===== src/rtl/dcw_cfg.svh =====
// Constants for the dual clock divider and watchdog block
//
// Overview of operation
// - Fast divider is a 14-bit up-counter advancing on every system clock tick.
// - Fast divider overflow sets event flag 0, gated to interrupt and hold release.
// - Clear-fast-divider command zeroes the top four stages of the fast divider.
// - With a 32.768 kHz system clock the fast flag sets every 500 ms.
// - Slow divider counts 13 or 12 bits, clocked only by sub oscillator ticks.
// - Slow divider overflow sets event flag 4, gated to interrupt and hold release.
// - Clear-slow-divider command zeroes the top four stages of the slow divider.
// - Clock select bit 3 picks slow period: 0 gives 250 ms, 1 gives 125 ms.
// - Clock select bit 0 picks system clock: 0 main oscillator, 1 sub oscillator.
// - Clock select bit 1 set stops the main oscillator.
// - Display clock always comes from sub oscillator and is off in stop mode.
// - Watchdog is a 4-bit up-counter whose overflow resets the whole chip.
// - Watchdog presence is a build-time option, not a runtime setting.
// - Watchdog ticks at system clock over 1024, or over 16384 with select bit 2.
// - Watchdog clear command resets the watchdog counter to zero.
// - At 32 kHz and divide by 1024 the watchdog overflows after about 500 ms.
`ifndef DCW_CFG_SVH
`define DCW_CFG_SVH

// Register word indices, decoded from address bits 4:2
`define DCW_OFS_CLK_SEL 3'h0
`define DCW_OFS_EVENT 3'h1
`define DCW_OFS_INT_EN 3'h2
`define DCW_OFS_HOLD_EN 3'h3
`define DCW_OFS_COMMAND 3'h4
`define DCW_OFS_STATUS 3'h5

// Clock select fields
`define DCW_SEL_SRC 0
`define DCW_SEL_MAIN_STOP 1
`define DCW_SEL_WDT_SLOW 2
`define DCW_SEL_DIV1_SHORT 3
`define DCW_SEL_RESET 4'h0

// Command fields
`define DCW_CMD_CLR_DIV0 0
`define DCW_CMD_CLR_DIV1 1
`define DCW_CMD_WATCHDOG_CLEAR_INSTR 2

// Event flag positions
`define DCW_EVF_DIV0 0
`define DCW_EVF_DIV1 4

// Widths and ratios
`define DCW_DIV0_BITS 14
`define DCW_DIV1_LONG 13
`define DCW_DIV1_SHORT 12
`define DCW_WDT_BITS 4
`define DCW_WDT_FAST_RATIO 1024
`define DCW_WDT_SLOW_RATIO 16384

`endif


===== src/rtl/dcw_pkg.sv =====
// Types for the dual clock divider and watchdog block
package dcw_pkg;

  typedef enum logic {DCW_SRC_MAIN, DCW_SRC_SUB} dcw_src_t;

  typedef struct packed {
    logic [2:0] main_sync;
    logic [2:0] sub_sync;
    logic main_lev;
    logic sub_lev;
    logic [3:0] sel;
    dcw_src_t src;
    logic [13:0] div0;
    logic [12:0] div1;
    logic [13:0] pre;
    logic [3:0] wdt;
    logic [7:0] event_flags;
    logic [7:0] interrupt_enable_flags;
    logic [7:0] hold_release_enable_flags;
    logic ack;
    logic [31:0] rdat;
    logic irq;
    logic hold_rel;
    logic chip_rst;
    logic main_osc_en;
    logic disp_clk;
  } dcw_state_t;

endpackage


===== src/rtl/dcw_clock_ctrl.sv =====
// Clock select, periodic dividers and watchdog with a Wishbone register slave
`timescale 1ns/100ps
`default_nettype none
`include "dcw_cfg.svh"

module dcw_clock_ctrl
  import dcw_pkg::*;
#(
  parameter bit WDT_PRESENT = 1'b1
)
(
  // Clock and reset
  input wire logic sys_clk,
  input wire logic rst_n,
  // Wishbone slave
  input wire logic wb_cyc_i,
  input wire logic wb_stb_i,
  input wire logic wb_we_i,
  input wire logic [4:0] wb_adr_i,
  input wire logic [3:0] wb_sel_i,
  input wire logic [31:0] wb_dat_i,
  output logic [31:0] wb_dat_o,
  output logic wb_ack_o,
  // Oscillator pins
  input wire logic main_osc_clock,
  input wire logic sub_osc_clock,
  input wire logic stop_mode,
  output logic main_osc_enable,
  output logic display_clock,
  // Core side
  output logic interrupt_request,
  output logic hold_release,
  output logic chip_reset
);

  dcw_state_t q;
  dcw_state_t d;

  // Filtered level and rising edge of a three-stage synchronised pin
  function automatic logic [1:0] pin_edge(input logic [2:0] s,
                                          input logic lev);
    logic nl;
    nl = (s[1] == s[2]) ? s[2] : lev;
    pin_edge = {nl & ~lev, nl};
  endfunction

  logic [1:0] m_pe;
  logic [1:0] s_pe;
  logic m_edge;
  logic s_edge;
  logic fosc_tick;
  logic src_req;
  logic req;
  logic wr;
  logic div0_ovf;
  logic div1_ovf;
  logic wdt_tick;
  logic wdt_ovf;
  logic [7:0] evf_set;
  logic [7:0] evf_clr;
  logic [3:0] cmd;

  always_comb
  begin
    d = q;
    m_pe = pin_edge(q.main_sync, q.main_lev);
    s_pe = pin_edge(q.sub_sync, q.sub_lev);
    m_edge = m_pe[1];
    s_edge = s_pe[1];
    d.main_sync = {q.main_sync[1:0], main_osc_clock};
    d.sub_sync = {q.sub_sync[1:0], sub_osc_clock};
    d.main_lev = m_pe[0];
    d.sub_lev = s_pe[0];

    // Bus access; strobes act at the edge where ack rises
    req = wb_cyc_i & wb_stb_i & ~q.ack;
    wr = req & wb_we_i & wb_sel_i[0];
    d.ack = req;
    cmd = 4'h0;
    evf_clr = 8'h00;
    if (wr)
    begin
      case (wb_adr_i[4:2])
        `DCW_OFS_CLK_SEL: d.sel = wb_dat_i[3:0];
        `DCW_OFS_EVENT: evf_clr = wb_dat_i[7:0];
        `DCW_OFS_INT_EN: d.interrupt_enable_flags = wb_dat_i[7:0];
        `DCW_OFS_HOLD_EN: d.hold_release_enable_flags = wb_dat_i[7:0];
        `DCW_OFS_COMMAND: cmd = wb_dat_i[3:0];
        default: cmd = 4'h0;
      endcase
    end
    d.rdat = 32'h0000_0000;
    if (req && !wb_we_i)
    begin
      case (wb_adr_i[4:2])
        `DCW_OFS_CLK_SEL: d.rdat = {28'h0000_000, q.sel};
        `DCW_OFS_EVENT: d.rdat = {24'h00_0000, q.event_flags};
        `DCW_OFS_INT_EN: d.rdat = {24'h00_0000, q.interrupt_enable_flags};
        `DCW_OFS_HOLD_EN: d.rdat = {24'h00_0000, q.hold_release_enable_flags};
        `DCW_OFS_STATUS: d.rdat = {27'h000_0000, q.src, q.wdt};
        default: d.rdat = 32'h0000_0000;
      endcase
    end

    // Source changes only on an edge of the new source, so no short tick
    src_req = q.sel[`DCW_SEL_SRC];
    fosc_tick = 1'b0;
    case (q.src)
      DCW_SRC_MAIN:
      begin
        if (src_req)
        begin
          fosc_tick = s_edge;
          if (s_edge)
            d.src = DCW_SRC_SUB;
        end
        else
          fosc_tick = m_edge;
      end
      DCW_SRC_SUB:
      begin
        if (!src_req)
        begin
          fosc_tick = m_edge;
          if (m_edge)
            d.src = DCW_SRC_MAIN;
        end
        else
          fosc_tick = s_edge;
      end
      default: d.src = DCW_SRC_MAIN;
    endcase
    d.main_osc_en = ~q.sel[`DCW_SEL_MAIN_STOP];
    d.disp_clk = q.sub_lev & ~stop_mode;

    // Fast divider: full 14-bit wrap gives 500 ms at 32.768 kHz
    div0_ovf = fosc_tick && (&q.div0);
    if (fosc_tick)
      d.div0 = q.div0 + 14'h0001;
    if (cmd[`DCW_CMD_CLR_DIV0])
      d.div0[13:10] = 4'h0;

    // Slow divider: 13 bits for 250 ms, 12 bits for 125 ms
    if (q.sel[`DCW_SEL_DIV1_SHORT])
      div1_ovf = s_edge && (&q.div1[11:0]);
    else
      div1_ovf = s_edge && (&q.div1);
    if (s_edge)
      d.div1 = div1_ovf ? 13'h0000 : q.div1 + 13'h0001;
    if (cmd[`DCW_CMD_CLR_DIV1])
    begin
      if (q.sel[`DCW_SEL_DIV1_SHORT])
        d.div1[12:8] = 5'h00;
      else
        d.div1[12:9] = 4'h0;
    end

    // Event flags: hardware set wins over software clear
    evf_set = 8'h00;
    evf_set[`DCW_EVF_DIV0] = div0_ovf;
    evf_set[`DCW_EVF_DIV1] = div1_ovf;
    d.event_flags = (q.event_flags & ~evf_clr) | evf_set;
    d.irq = |(d.event_flags & q.interrupt_enable_flags);
    d.hold_rel = |(d.event_flags & q.hold_release_enable_flags);

    // Watchdog prescaler and counter
    if (fosc_tick)
      d.pre = q.pre + 14'h0001;
    if (q.sel[`DCW_SEL_WDT_SLOW])
      wdt_tick = fosc_tick && (&q.pre);
    else
      wdt_tick = fosc_tick && (&q.pre[9:0]);
    wdt_ovf = WDT_PRESENT && wdt_tick && (&q.wdt);
    if (!WDT_PRESENT || cmd[`DCW_CMD_WATCHDOG_CLEAR_INSTR])
      d.wdt = 4'h0;
    else if (wdt_tick)
      d.wdt = q.wdt + 4'h1;
    d.chip_rst = wdt_ovf;
  end

  always_ff @(posedge sys_clk or negedge rst_n)
  begin
    if (!rst_n)
    begin
      q <= '0;
      q.sel <= `DCW_SEL_RESET;
      q.src <= DCW_SRC_MAIN;
      q.main_osc_en <= 1'b1;
    end
    else
      q <= d;
  end

  assign wb_dat_o = q.rdat;
  assign wb_ack_o = q.ack;
  assign main_osc_enable = q.main_osc_en;
  assign display_clock = q.disp_clk;
  assign interrupt_request = q.irq;
  assign hold_release = q.hold_rel;
  assign chip_reset = q.chip_rst;

  // Register bus handshake
  AST_ACK_ONE: assert property (
    @(posedge sys_clk) disable iff (!rst_n)
    wb_ack_o |=> !wb_ack_o)
    else $error("ack held longer than one cycle");

  AST_ACK_REQ: assert property (
    @(posedge sys_clk) disable iff (!rst_n)
    (wb_cyc_i && wb_stb_i && !wb_ack_o) |=> wb_ack_o)
    else $error("request not answered in the next cycle");

  AST_ACK_IDLE: assert property (
    @(posedge sys_clk) disable iff (!rst_n)
    !(wb_cyc_i && wb_stb_i) |=> !wb_ack_o)
    else $error("ack without a request");

  AST_RDAT_IDLE: assert property (
    @(posedge sys_clk) disable iff (!rst_n)
    !wb_ack_o |-> wb_dat_o == 32'h0000_0000)
    else $error("read data not zero outside ack");

  AST_SEL_WRITE: assert property (
    @(posedge sys_clk) disable iff (!rst_n)
    (wr && wb_adr_i[4:2] == `DCW_OFS_CLK_SEL)
      |=> q.sel == $past(wb_dat_i[3:0]))
    else $error("clock select write lost");

  // Fast divider
  AST_DIV0_EVF: assert property (
    @(posedge sys_clk) disable iff (!rst_n)
    div0_ovf |=> q.event_flags[0] && q.div0 == 14'h0000)
    else $error("fast divider overflow did not set flag 0");

  AST_DIV0_STEP: assert property (
    @(posedge sys_clk) disable iff (!rst_n)
    (fosc_tick && !cmd[0]) |=> q.div0 == $past(q.div0) + 14'h0001)
    else $error("fast divider did not advance");

  AST_DIV0_IDLE: assert property (
    @(posedge sys_clk) disable iff (!rst_n)
    (!fosc_tick && !cmd[0]) |=> $stable(q.div0))
    else $error("fast divider moved without a tick");

  AST_DIV0_CLR: assert property (
    @(posedge sys_clk) disable iff (!rst_n)
    cmd[0] |=> q.div0[13:10] == 4'h0)
    else $error("fast divider top stages not cleared");

  AST_EVF0_KEEP: assert property (
    @(posedge sys_clk) disable iff (!rst_n)
    (q.event_flags[0] && !evf_clr[0]) |=> q.event_flags[0])
    else $error("flag 0 lost without a clear");

  // Slow divider
  AST_DIV1_EVF: assert property (
    @(posedge sys_clk) disable iff (!rst_n)
    div1_ovf |=> q.event_flags[4] && q.div1 == 13'h0000)
    else $error("slow divider overflow did not set flag 4");

  AST_DIV1_STEP: assert property (
    @(posedge sys_clk) disable iff (!rst_n)
    (s_edge && !div1_ovf && !cmd[1]) |=> q.div1 == $past(q.div1) + 13'h0001)
    else $error("slow divider did not advance");

  AST_DIV1_IDLE: assert property (
    @(posedge sys_clk) disable iff (!rst_n)
    (!s_edge && !cmd[1]) |=> $stable(q.div1))
    else $error("slow divider moved without a sub tick");

  AST_DIV1_SHORT: assert property (
    @(posedge sys_clk) disable iff (!rst_n)
    (s_edge && q.sel[3] && q.div1[11:0] == 12'hFFF) |-> div1_ovf)
    else $error("short slow period did not wrap at 12 bits");

  AST_DIV1_CLR: assert property (
    @(posedge sys_clk) disable iff (!rst_n)
    cmd[1] |=> q.div1[12:9] == 4'h0)
    else $error("slow divider top stages not cleared");

  AST_EVF4_KEEP: assert property (
    @(posedge sys_clk) disable iff (!rst_n)
    (q.event_flags[4] && !evf_clr[4]) |=> q.event_flags[4])
    else $error("flag 4 lost without a clear");

  AST_EVF4_CLR: assert property (
    @(posedge sys_clk) disable iff (!rst_n)
    (evf_clr[4] && !evf_set[4]) |=> !q.event_flags[4])
    else $error("flag 4 not cleared");

  // Watchdog
  AST_PRE_STEP: assert property (
    @(posedge sys_clk) disable iff (!rst_n)
    fosc_tick |=> q.pre == $past(q.pre) + 14'h0001)
    else $error("watchdog prescaler did not advance");

  AST_WDT_STEP: assert property (
    @(posedge sys_clk) disable iff (!rst_n)
    (WDT_PRESENT && wdt_tick && !cmd[2]) |=> q.wdt == $past(q.wdt) + 4'h1)
    else $error("watchdog did not advance");

  AST_WDT_IDLE: assert property (
    @(posedge sys_clk) disable iff (!rst_n)
    (WDT_PRESENT && !wdt_tick && !cmd[2]) |=> $stable(q.wdt))
    else $error("watchdog moved without a tick");

  AST_WDT_CLR: assert property (
    @(posedge sys_clk) disable iff (!rst_n)
    cmd[2] |=> q.wdt == 4'h0)
    else $error("watchdog not cleared");

  AST_WDT_RST: assert property (
    @(posedge sys_clk) disable iff (!rst_n)
    (wdt_tick && q.wdt == 4'hF && !cmd[2]) |=> chip_reset ##1 !chip_reset)
    else $error("watchdog overflow did not pulse chip reset");

  AST_RST_CAUSE: assert property (
    @(posedge sys_clk) disable iff (!rst_n)
    chip_reset |-> $past(wdt_ovf))
    else $error("chip reset without watchdog overflow");

  // Oscillators, source and display
  AST_OSC_STOP: assert property (
    @(posedge sys_clk) disable iff (!rst_n)
    q.sel[1] |=> !main_osc_enable)
    else $error("main oscillator not stopped");

  AST_OSC_RUN: assert property (
    @(posedge sys_clk) disable iff (!rst_n)
    !q.sel[1] |=> main_osc_enable)
    else $error("main oscillator not running");

  AST_DISP_OFF: assert property (
    @(posedge sys_clk) disable iff (!rst_n)
    stop_mode |=> !display_clock)
    else $error("display clock running in stop mode");

  AST_DISP_SRC: assert property (
    @(posedge sys_clk) disable iff (!rst_n)
    display_clock |-> $past(q.sub_lev))
    else $error("display clock not from sub oscillator");

  AST_SRC_EDGE: assert property (
    @(posedge sys_clk) disable iff (!rst_n)
    (q.src != $past(q.src)) |-> $past(fosc_tick))
    else $error("clock source changed without a fresh edge");

  AST_SRC_SUB_HOLD: assert property (
    @(posedge sys_clk) disable iff (!rst_n)
    (q.src == DCW_SRC_SUB && q.sel[0]) |=> q.src == DCW_SRC_SUB)
    else $error("sub source left while selected");

  AST_SRC_MAIN_HOLD: assert property (
    @(posedge sys_clk) disable iff (!rst_n)
    (q.src == DCW_SRC_MAIN && !q.sel[0]) |=> q.src == DCW_SRC_MAIN)
    else $error("main source left while selected");

endmodule
`default_nettype wire


===== config.mk =====
export PLATFORM = sky130hd
export DESIGN_NAME = dcw_clock_ctrl
export DESIGN_NICKNAME = d
export VERILOG_FILES = /design/src/rtl/dcw_pkg.sv /design/src/rtl/dcw_clock_ctrl.sv
export VERILOG_INCLUDE_DIRS = /design/src /design/src/rtl
export SDC_FILE = /design/constraint.sdc
export NUM_CORES = 1
export LEC_CHECK = 0
export ABC_CLOCK_PERIOD_IN_PS = 2000
export BUFFER_PORTS_ARGS = -buffer_cell sky130_fd_sc_hd__buf_2
export CORE_UTILIZATION = 30
export DETAILED_ROUTE_END_ITERATION = 6
export HOLD_SLACK_MARGIN = 0.08
export PLACE_DENSITY = 0.55
export SKIP_CTS_REPAIR_TIMING = 1
export SYNTH_ARGS = -nofsm -noshare
export SYNTH_HDL_FRONTEND = slang
export SYNTH_SLANG_ARGS = --single-unit

===== constraint.sdc =====
create_clock -name sys_clk -period 2 [get_ports sys_clk]
set_input_delay 0.4 -clock sys_clk [delete_from_list [all_inputs] [get_ports sys_clk]]
set_output_delay 0.4 -clock sys_clk [all_outputs]
set_load 0.01 [all_outputs]

Word-level counts from Yosys, hierarchy flattened
Cells that the tools add are included.
{ "classes": {"addsub": 4, "eq_ne": 7, "mux": 24, "bitwise_logic": 18, "reduce_logical": 23} }
{ "ops": {"columns": ["op", "count"], "rows": [
  ["$pmux 8 s5", 1],
  ["$add 14x1->14 const B", 2],
  ["$reduce_and 14->1", 2],
  ["$mux 13", 2],
  ["$and 8x8->8", 3],
  ["$mux 8", 3],
  ["$reduce_or 8->1", 2],
  ["$mux 14", 1],
  ["$add 13x1->13 const B", 1],
  ["$reduce_and 13->1", 1],
  ["$mux 4", 3],
  ["$reduce_and 12->1", 1],
  ["$mux 1", 10],
  ["$reduce_and 10->1", 1],
  ["$not 8->8", 1],
  ["$or 8x5->8", 1],
  ["$and 1x1->1", 7],
  ["$logic_and 1x1->1", 7],
  ["$eq 3x2->1 const B", 2],
  ["$eq 3x3->1 const B", 2],
  ["$mux 3", 2],
  ["$not 1->1", 6],
  ["$reduce_and 2->1", 3],
  ["$reduce_bool 2->1", 3],
  ["8 further kinds", 9]
]} }
{ "word_totals": {"register_bits": 120, "input_bits": 49, "output_inout_bits": 38, "wordCells": 99} }

Logic depth before layout (Yosys ltp)
Gate-level depths: netlist of the first run.
{ "depth": {"word_depth": 10, "mapped_depth": 7, "mapped_depth_nobuf": 6} }

Worst setup path before layout of the first run
OpenSTA, ideal clock, no wires.
{ "synth_path": {"path_kind": "reg2reg", "startpoint": "register q, in the netlist wb_ack_o", "endpoint": "register q[46] (netlist name)", "arrival_time_ns": 1.779, "required_time_ns": 1.875, "setup_slack_ns": 0.096, "stages_incl_launch_ff": 6, "path_buffers": 1, "period_less_slack_ns": 1.904, "path_cell_list": "dfrtp_1 -> nand3b_4 -> or2_2 -> clkbuf_1 -> nor3b_4 -> mux2_2"} }
{ "synth_between": {"elab_chain_len": 5} }
{ "synth_rtl": {"columns": ["item", "line_no", "rtl"], "rows": [
  ["from (decl)", "dcw_clock_ctrl.sv:36", "dcw_state_t q;"],
  ["$not 1->1", "dcw_clock_ctrl.sv:76", "req = wb_cyc_i & wb_stb_i & ~q.ack;"],
  ["$and 1x1->1", "dcw_clock_ctrl.sv:76", null],
  ["$and 1x1->1 (2 in a row)", "dcw_clock_ctrl.sv:77", "wr = req & wb_we_i & wb_sel_i[0];"],
  ["$reduce_and 2->1 (no source line)", null, null]
]} }
Every way passes these cells.
A chain may end at the register's enable or synchronous reset.

Worst setup path in the final report of the first run
{ "layout_path": {"startpoint": "register q, in the netlist wb_ack_o", "endpoint": "register q[62] (netlist name)"} }
{ "layout_between": {"elab_chain_len": 6, "word_cells_on_any_way": 7, "classes_between": "mux: 2; bitwise: 4; reduce/logical: 1"} }
{ "layout_rtl": {"columns": ["item", "line_no", "rtl"], "rows": [
  ["$not 1->1 (*)", "dcw_clock_ctrl.sv:76", null],
  ["$and 1x1->1 (*)", "dcw_clock_ctrl.sv:76", null],
  ["$and 1x1->1 (*) (2 in a row)", "dcw_clock_ctrl.sv:77", null],
  ["$mux 3 (*)", "dcw_clock_ctrl.sv:81", "if (wr)"],
  ["$mux 4 or $reduce_bool 2->1 (tied branches)", null, null]
]} }
Every way passes the cells marked *; elsewhere a longest branch is shown, timed or not.

==> results of run 1 <==
## cells by family (layout without fill, tap and decap cells)
family | Yosys count | after routing | synth area share, %
buffers and inverters | 53 | 87 | 6.96
other | 1 | 24 | 0.0805
xor gates and xnor gates | 36 | 36 | 6.77
muxes | 31 | 31 | 7.34
DFF | 96 | 96 | 51.6
adders and majority gates | 6 | 6 | 1.51
AOI/OAI and AO/OA | 47 | 47 | 7.20
and+or+nand+nor | 153 | 153 | 18.5
## registers in the layout (all words and copies together), names as in the netlist
name,flops
display_clock,1
wb_ack_o,1
chip_reset,1
hold_release,1
q,78
interrupt_request,1
d,4
main_osc_enable,1
wb_dat_o,8
## stage by stage
step	hold WS, ns	total power (uW)
2_1_floorplan	0.104	2790
3_3_place_gp	0.334	2960
3_5_place_dp	0.336	2990
5_1_grt	0.144	4970
4_1_cts	-0.0393	4780
6_report	0.160	4700
## final timing paths
kind / startpoint / endpoint / slack (ns) / cells after the start
max in group asynchronous: rst_n / main_osc_enable / 0.93 / 3
min: main_osc_clock / d[118] / 0.16 / 1
max: wb_ack_o / q[62] / 0.13 / 6
min in group asynchronous: rst_n / q[43] / 0.51 / 2
max reg2reg: wb_ack_o / q[62] / 0.13 / 6
min reg2reg: d[115] / d[116] / 0.35 / 0
## power groups by stage
| stage | logic, uW | registers [uW] | clock network [uW] |
|---|---|---|---|
| final | 570 | 2390 | 1750 |
| after global routing | 652 | 2420 | 1900 |
| after detailed placement | 574 | 2420 | 0 |
| after floorplan | 426 | 2370 | 0 |
| after CTS | 577 | 2380 | 1820 |
| after global placement | 558 | 2400 | 0 |
## worst register-to-register path: stages, from the launching register on
cell and delay [ns]:
dfrtp_1 0.39, nand3b_4 0.21, or2_2 0.39, nor4b_1 0.30, buf_4 0.18, and2_1 0.21
nor2_1 0.08
## final cells by class
class                      count  area (um2)
sequential                    96        2400
clock inverter                 5        55.1
clock buffer                  11         253
inverter                      10        37.5
fill                        1500        9730
tap                          188         235
multi-input combinational    297        2030
timing repair buffer          61         405
## routing by layer
layer	up-vias	GRT usage, %
met3	8	4.01
met5	-	0
met1	1555	16.1
li1	1514	-
met4	0	3.76
met2	60	21.3
## cells in the final DEF, fill, tap and decap left out, types with 11 or more instances in the layout
cell type,instances
nand2_1,46
nor3_1,12
dfrtp_1,95
nand4_1,11
xnor2_1,27
mux2_2,25
conb_1,24
nand3_1,14
nor2_1,30
buf_4,26
buf_2,32
==> flow_summary_export.csv, run 1 <==
group,metric,value,unit
floorplanning,die_y,127,um
setup_path,max_stage_delay,0.39,ns
setup_path,crit_family,"simple AND/OR/NAND/NOR gates",
outcome,outcome,"complete, no violations",
drt,wl_met2,4540,um
cells_and_area,area_delta_synth_final,16.3,%
setup_path,crit_type,"register to register",
power,switching_share,26.1,%
cells_and_area,final_cell_area,0.00542,mm2
timing,fin_crit,1.87,ns
placement,dpl.hpwl,6830,um
setup_path,required,2.23,ns
cts,cts_tree,"yes",
synthesis,synth_edf_count,0,
synthesis,ys_ff_latch,96,
timing,worstMarginPinSlew,0.536,ns
global_route,antenna_found_initial,0,
setup_path,crit_slowest_cell,"dfrtp_1",
power,peakVddDrop,0.000428,V
cells_and_area,final_cells,668,
drt,top_layer,"met4",
synthesis,synthTopCellsByCount,"dfrtp_1, nand2_1, buf_4",
setup_path,path_cells,"nand3b_4 > or2_2 > nor4b_1 > buf_4 > and2_1 > nor2_1",
cells_and_area,drive_gt1_share,25.2,%
synthesis,synth_area_leaders,"dfrtp_1, mux2_2, buf_4",
placement,numPortBuffers,33,
hold_path,hold_class,"input pin to register",
synthesis,synth.distinct_cells,58,
drt,ant_nets,0,
synthesis,netlist_instances,423,
global_route,grt_max_degree,39,
timing,rsz0062_at_grt,"false",
power,pwr-share-seq,50.7,%
timing,tns,0,ns
placement,place_inst,651,
synthesis,ys_seq_area_share,51.6,%
global_route,grt_pass1_wl,16100,um
timing,max_freq,534,MHz
timing,setup_viol,0,
setup_path,start_kind,"register",
cells_and_area,final_util,35.8,%
cts,cts_sinks,96,
power,pwr-share-clk,37.2,%
power,power_density,869,mW/mm2
setup_path,end_kind,"register",
drt,avgRoutedWirePerCell,14.1,um
drt,vias_per_cell,4.70,
placement,globalplace.congestion,0.801,
power,p_switching,1230,uW
drt,vias,3137,
floorplanning,initial_core_util,30.7,%
global_route,gr-total-overflow,0,
synthesis,syn_area_per_cell,11.0,um2
cts,clockBufferDepth,2,
setup_path,critPathMaxFanout,6,
floorplanning,dieArea,0.0160,mm2
drt,drc,0,
timing,fin_skew,0.00856,ns
timing,drv_slew,0,
drt,drt_wl_total,9390,um
synthesis,yosysTopAreaCell,"dfrtp_1",
synthesis,ys_async_sr_fraction,100,%
synthesis,synth_most_common_cell,"dfrtp_1",
synthesis,ys_warn_count,0,
global_route,grt_usage,12.9,%
power,intPower,3480,uW
timing,layout_setup_ws,0.129,ns
timing,fin_crit_sh,93.6,%
cts,cts_max_level,3,
drt,wl_met1,4370,um
job,cap_violations,0,
floorplanning,rows,45,
floorplanning,die_w,127,um
power,combPwrFrac,12.1,%
synthesis,ys.flop_type,"dfrtp_1",
cells_and_area,nets,528,
synthesis,syn_area,0.00466,mm2
timing,hold_viol,0,
drt,dr_wl_met3,381,um
cts,cts.clk_slew.worst_paths,0.07,ns
setup_path,crit_buf_inv,1,
timing,max_slew_margin,63.4,%
placement,postPlaceCellArea,0.00509,mm2
drt,drt_iter0_markers,184,
cells_and_area,diodes,0,
floorplanning,core,0.0151,mm2
placement,dpl_worst_slack,-0.208,ns
floorplanning,ios,87,
global_route,grt_pass1_vias,3256,
cts,cts-root-buf,"clkbuf_16",
drt,firstDrtPassIters,4,
power,leakagePower,0.00250,uW
setup_path,cp.arrival,2.10,ns
synthesis,synth_top_area_share,51.1,%
cts,clk_latency,0.34,ns
cts,cts_inserted_buffers,9,
Power figures use the tool's default switching activity.
==> run 2, diff against run 1 <==
--- a/config.mk
+++ b/config.mk
@@ -6,7 +6,7 @@
 export SDC_FILE = /design/constraint.sdc
 export NUM_CORES = 1
 export LEC_CHECK = 0
-export ABC_CLOCK_PERIOD_IN_PS = 2000
+export ABC_CLOCK_PERIOD_IN_PS = 1800
 export BUFFER_PORTS_ARGS = -buffer_cell sky130_fd_sc_hd__buf_2
 export CORE_UTILIZATION = 30
 export DETAILED_ROUTE_END_ITERATION = 6
==> constraint.sdc (replaced) <==
create_clock -name sys_clk -period 1.8 [get_ports sys_clk]
set_input_delay 0.36 -clock sys_clk [delete_from_list [all_inputs] [get_ports sys_clk]]
set_output_delay 0.36 -clock sys_clk [all_outputs]
set_load 0.01 [all_outputs]
==> flow_summary_export.csv, run 2 (synthesis results as in run 1) <==
group,metric,value,unit
outcome,outcome,"complete, no violations",
global_route,grt_max_degree,30,
cts,clk_latency,0.34,ns
placement,numPortBuffers,33,
timing,tns,0,ns
timing,drv_slew,0,
placement,dpl.hpwl,6970,um
cells_and_area,nets,542,
drt,drt_wl_total,9800,um
cells_and_area,diodes,0,
setup_path,start_kind,"register",
setup_path,cp.arrival,1.98,ns
power,peakVddDrop,0.000501,V
timing,rsz0062_at_grt,"true",
global_route,grt_pass1_wl,16400,um
floorplanning,rows,45,
job,cap_violations,0,
floorplanning,core,0.0151,mm2
timing,setup_viol,0,
floorplanning,dieArea,0.0160,mm2
cts,cts_sinks,96,
cells_and_area,final_cells,682,
power,leakagePower,0.00262,uW
global_route,grt_pass1_vias,3277,
cts,cts-root-buf,"clkbuf_16",
placement,globalplace.congestion,0.801,
drt,drt_iter0_markers,166,
floorplanning,initial_core_util,30.7,%
power,power_density,941,mW/mm2
timing,fin_skew,0.00665,ns
cells_and_area,max_flop_register,"q",
cells_and_area,area_delta_synth_final,21.8,%
drt,vias,3227,
drt,drc,0,
timing,hold_viol,0,
timing,fin_crit_sh,97.2,%
setup_path,required,2.03,ns
cts,cts.clk_slew.worst_paths,0.06,ns
timing,fin_crit,1.75,ns
cts,cts_max_level,3,
placement,place_inst,662,
global_route,antenna_found_initial,0,
cts,clockBufferDepth,2,
global_route,grt_usage,13.2,%
timing,max_freq,571,MHz
cells_and_area,largest_reg_flops,78,
cells_and_area,drive_gt1_share,28.7,%
floorplanning,die_w,127,um
cts,cts_inserted_buffers,9,
setup_path,critPathMaxFanout,5,
drt,firstDrtPassIters,4,
cells_and_area,final_common_cell,"dfrtp_1",
drt,vias_per_cell,4.73,
hold_path,hold_class,"input pin to register",
cts,cts_tree,"yes",
floorplanning,die_y,127,um
drt,avgRoutedWirePerCell,14.4,um
setup_path,crit_type,"register to register",
setup_path,end_kind,"register",
floorplanning,ios,87,
drt,ant_nets,0,
global_route,gr-total-overflow,0,
cells_and_area,most-common-layout-cells,"dfrtp_1, nand2_1, buf_4, buf_2, nor2_1",
run 2: changes by cell type in the layout (fill, tap and decap cells not counted), moves of 3 or more:
cell | previous run | this run
mux2_4 | 0 | 8
mux2_2 | 25 | 17
buf_6 | 0 | 3
clkbuf_1 | 0 | 3
buf_4 | 26 | 35
run 2: stage by stage:
stage	cell area, um2	hold WS, ns	worst slack (ns)	total power, uW	utilization [%]
after floorplan	4770	0.0644	-0.0594	3110	-
after global placement	5190	0.329	-0.279	3350	34.3
after detailed placement	5190	0.330	-0.334	3380	34.3
after CTS	5500	-0.0416	-0.0363	5360	36.3
after global routing	5670	0.106	-0.0329	5650	37.5
final	5670	0.126	0.0496	5340	37.5
run 2: metal layers:
| metal | wire length [um] | GRT usage [%] | up-vias |
|---|---|---|---|
| met5 | 0 | 0 | - |
| met4 | 134 | 4.61 | 0 |
| met3 | 411 | 3.42 | 11 |
| met2 | 4560 | 20.9 | 76 |
| met1 | 4690 | 17.4 | 1597 |
| li1 | - | - | 1543 |
run 2: path summary, 6_finish.rpt:
kind | cells past startpoint | end | startpoint | slack (ns)
hold / removal | 1 | d[115] | sub_osc_clock | 0.13
setup / recovery | 6 | q[45] | wb_ack_o | 0.05
min in group asynchronous | 2 | q[43] | rst_n | 0.51
max in group asynchronous | 3 | q[72] | rst_n | 0.73
hold reg to reg | 0 | d[119] | d[118] | 0.35
setup reg to reg | 6 | q[45] | wb_ack_o | 0.05
run 2: power by group:
part | total (uW) | internal, uW | leakage [uW] | switching, uW
clock network | 1930 | 1160 | 0.000143 | 780
registers | 2640 | 2410 | 0.00122 | 233
logic | 761 | 382 | 0.00126 | 379
total | 5340 | 3950 | 0.00262 | 1390
run 2: layout make-up:
cell class | instances | area (um2)
multi-input combinational | 297 | 2150
timing repair buffer | 75 | 547
clock inverter | 2 | 37.5
fill | 1481 | 9470
sequential | 96 | 2400
inverter | 10 | 37.5
clock buffer | 14 | 264
tap | 188 | 235
run 2: critical path, cell delays in order (launching register included):
cell	delay, ns
dfrtp_1	0.39
nand3b_4	0.22
or2_4	0.30
buf_4	0.15
nor2_4	0.12
buf_6	0.14
mux2_2	0.33
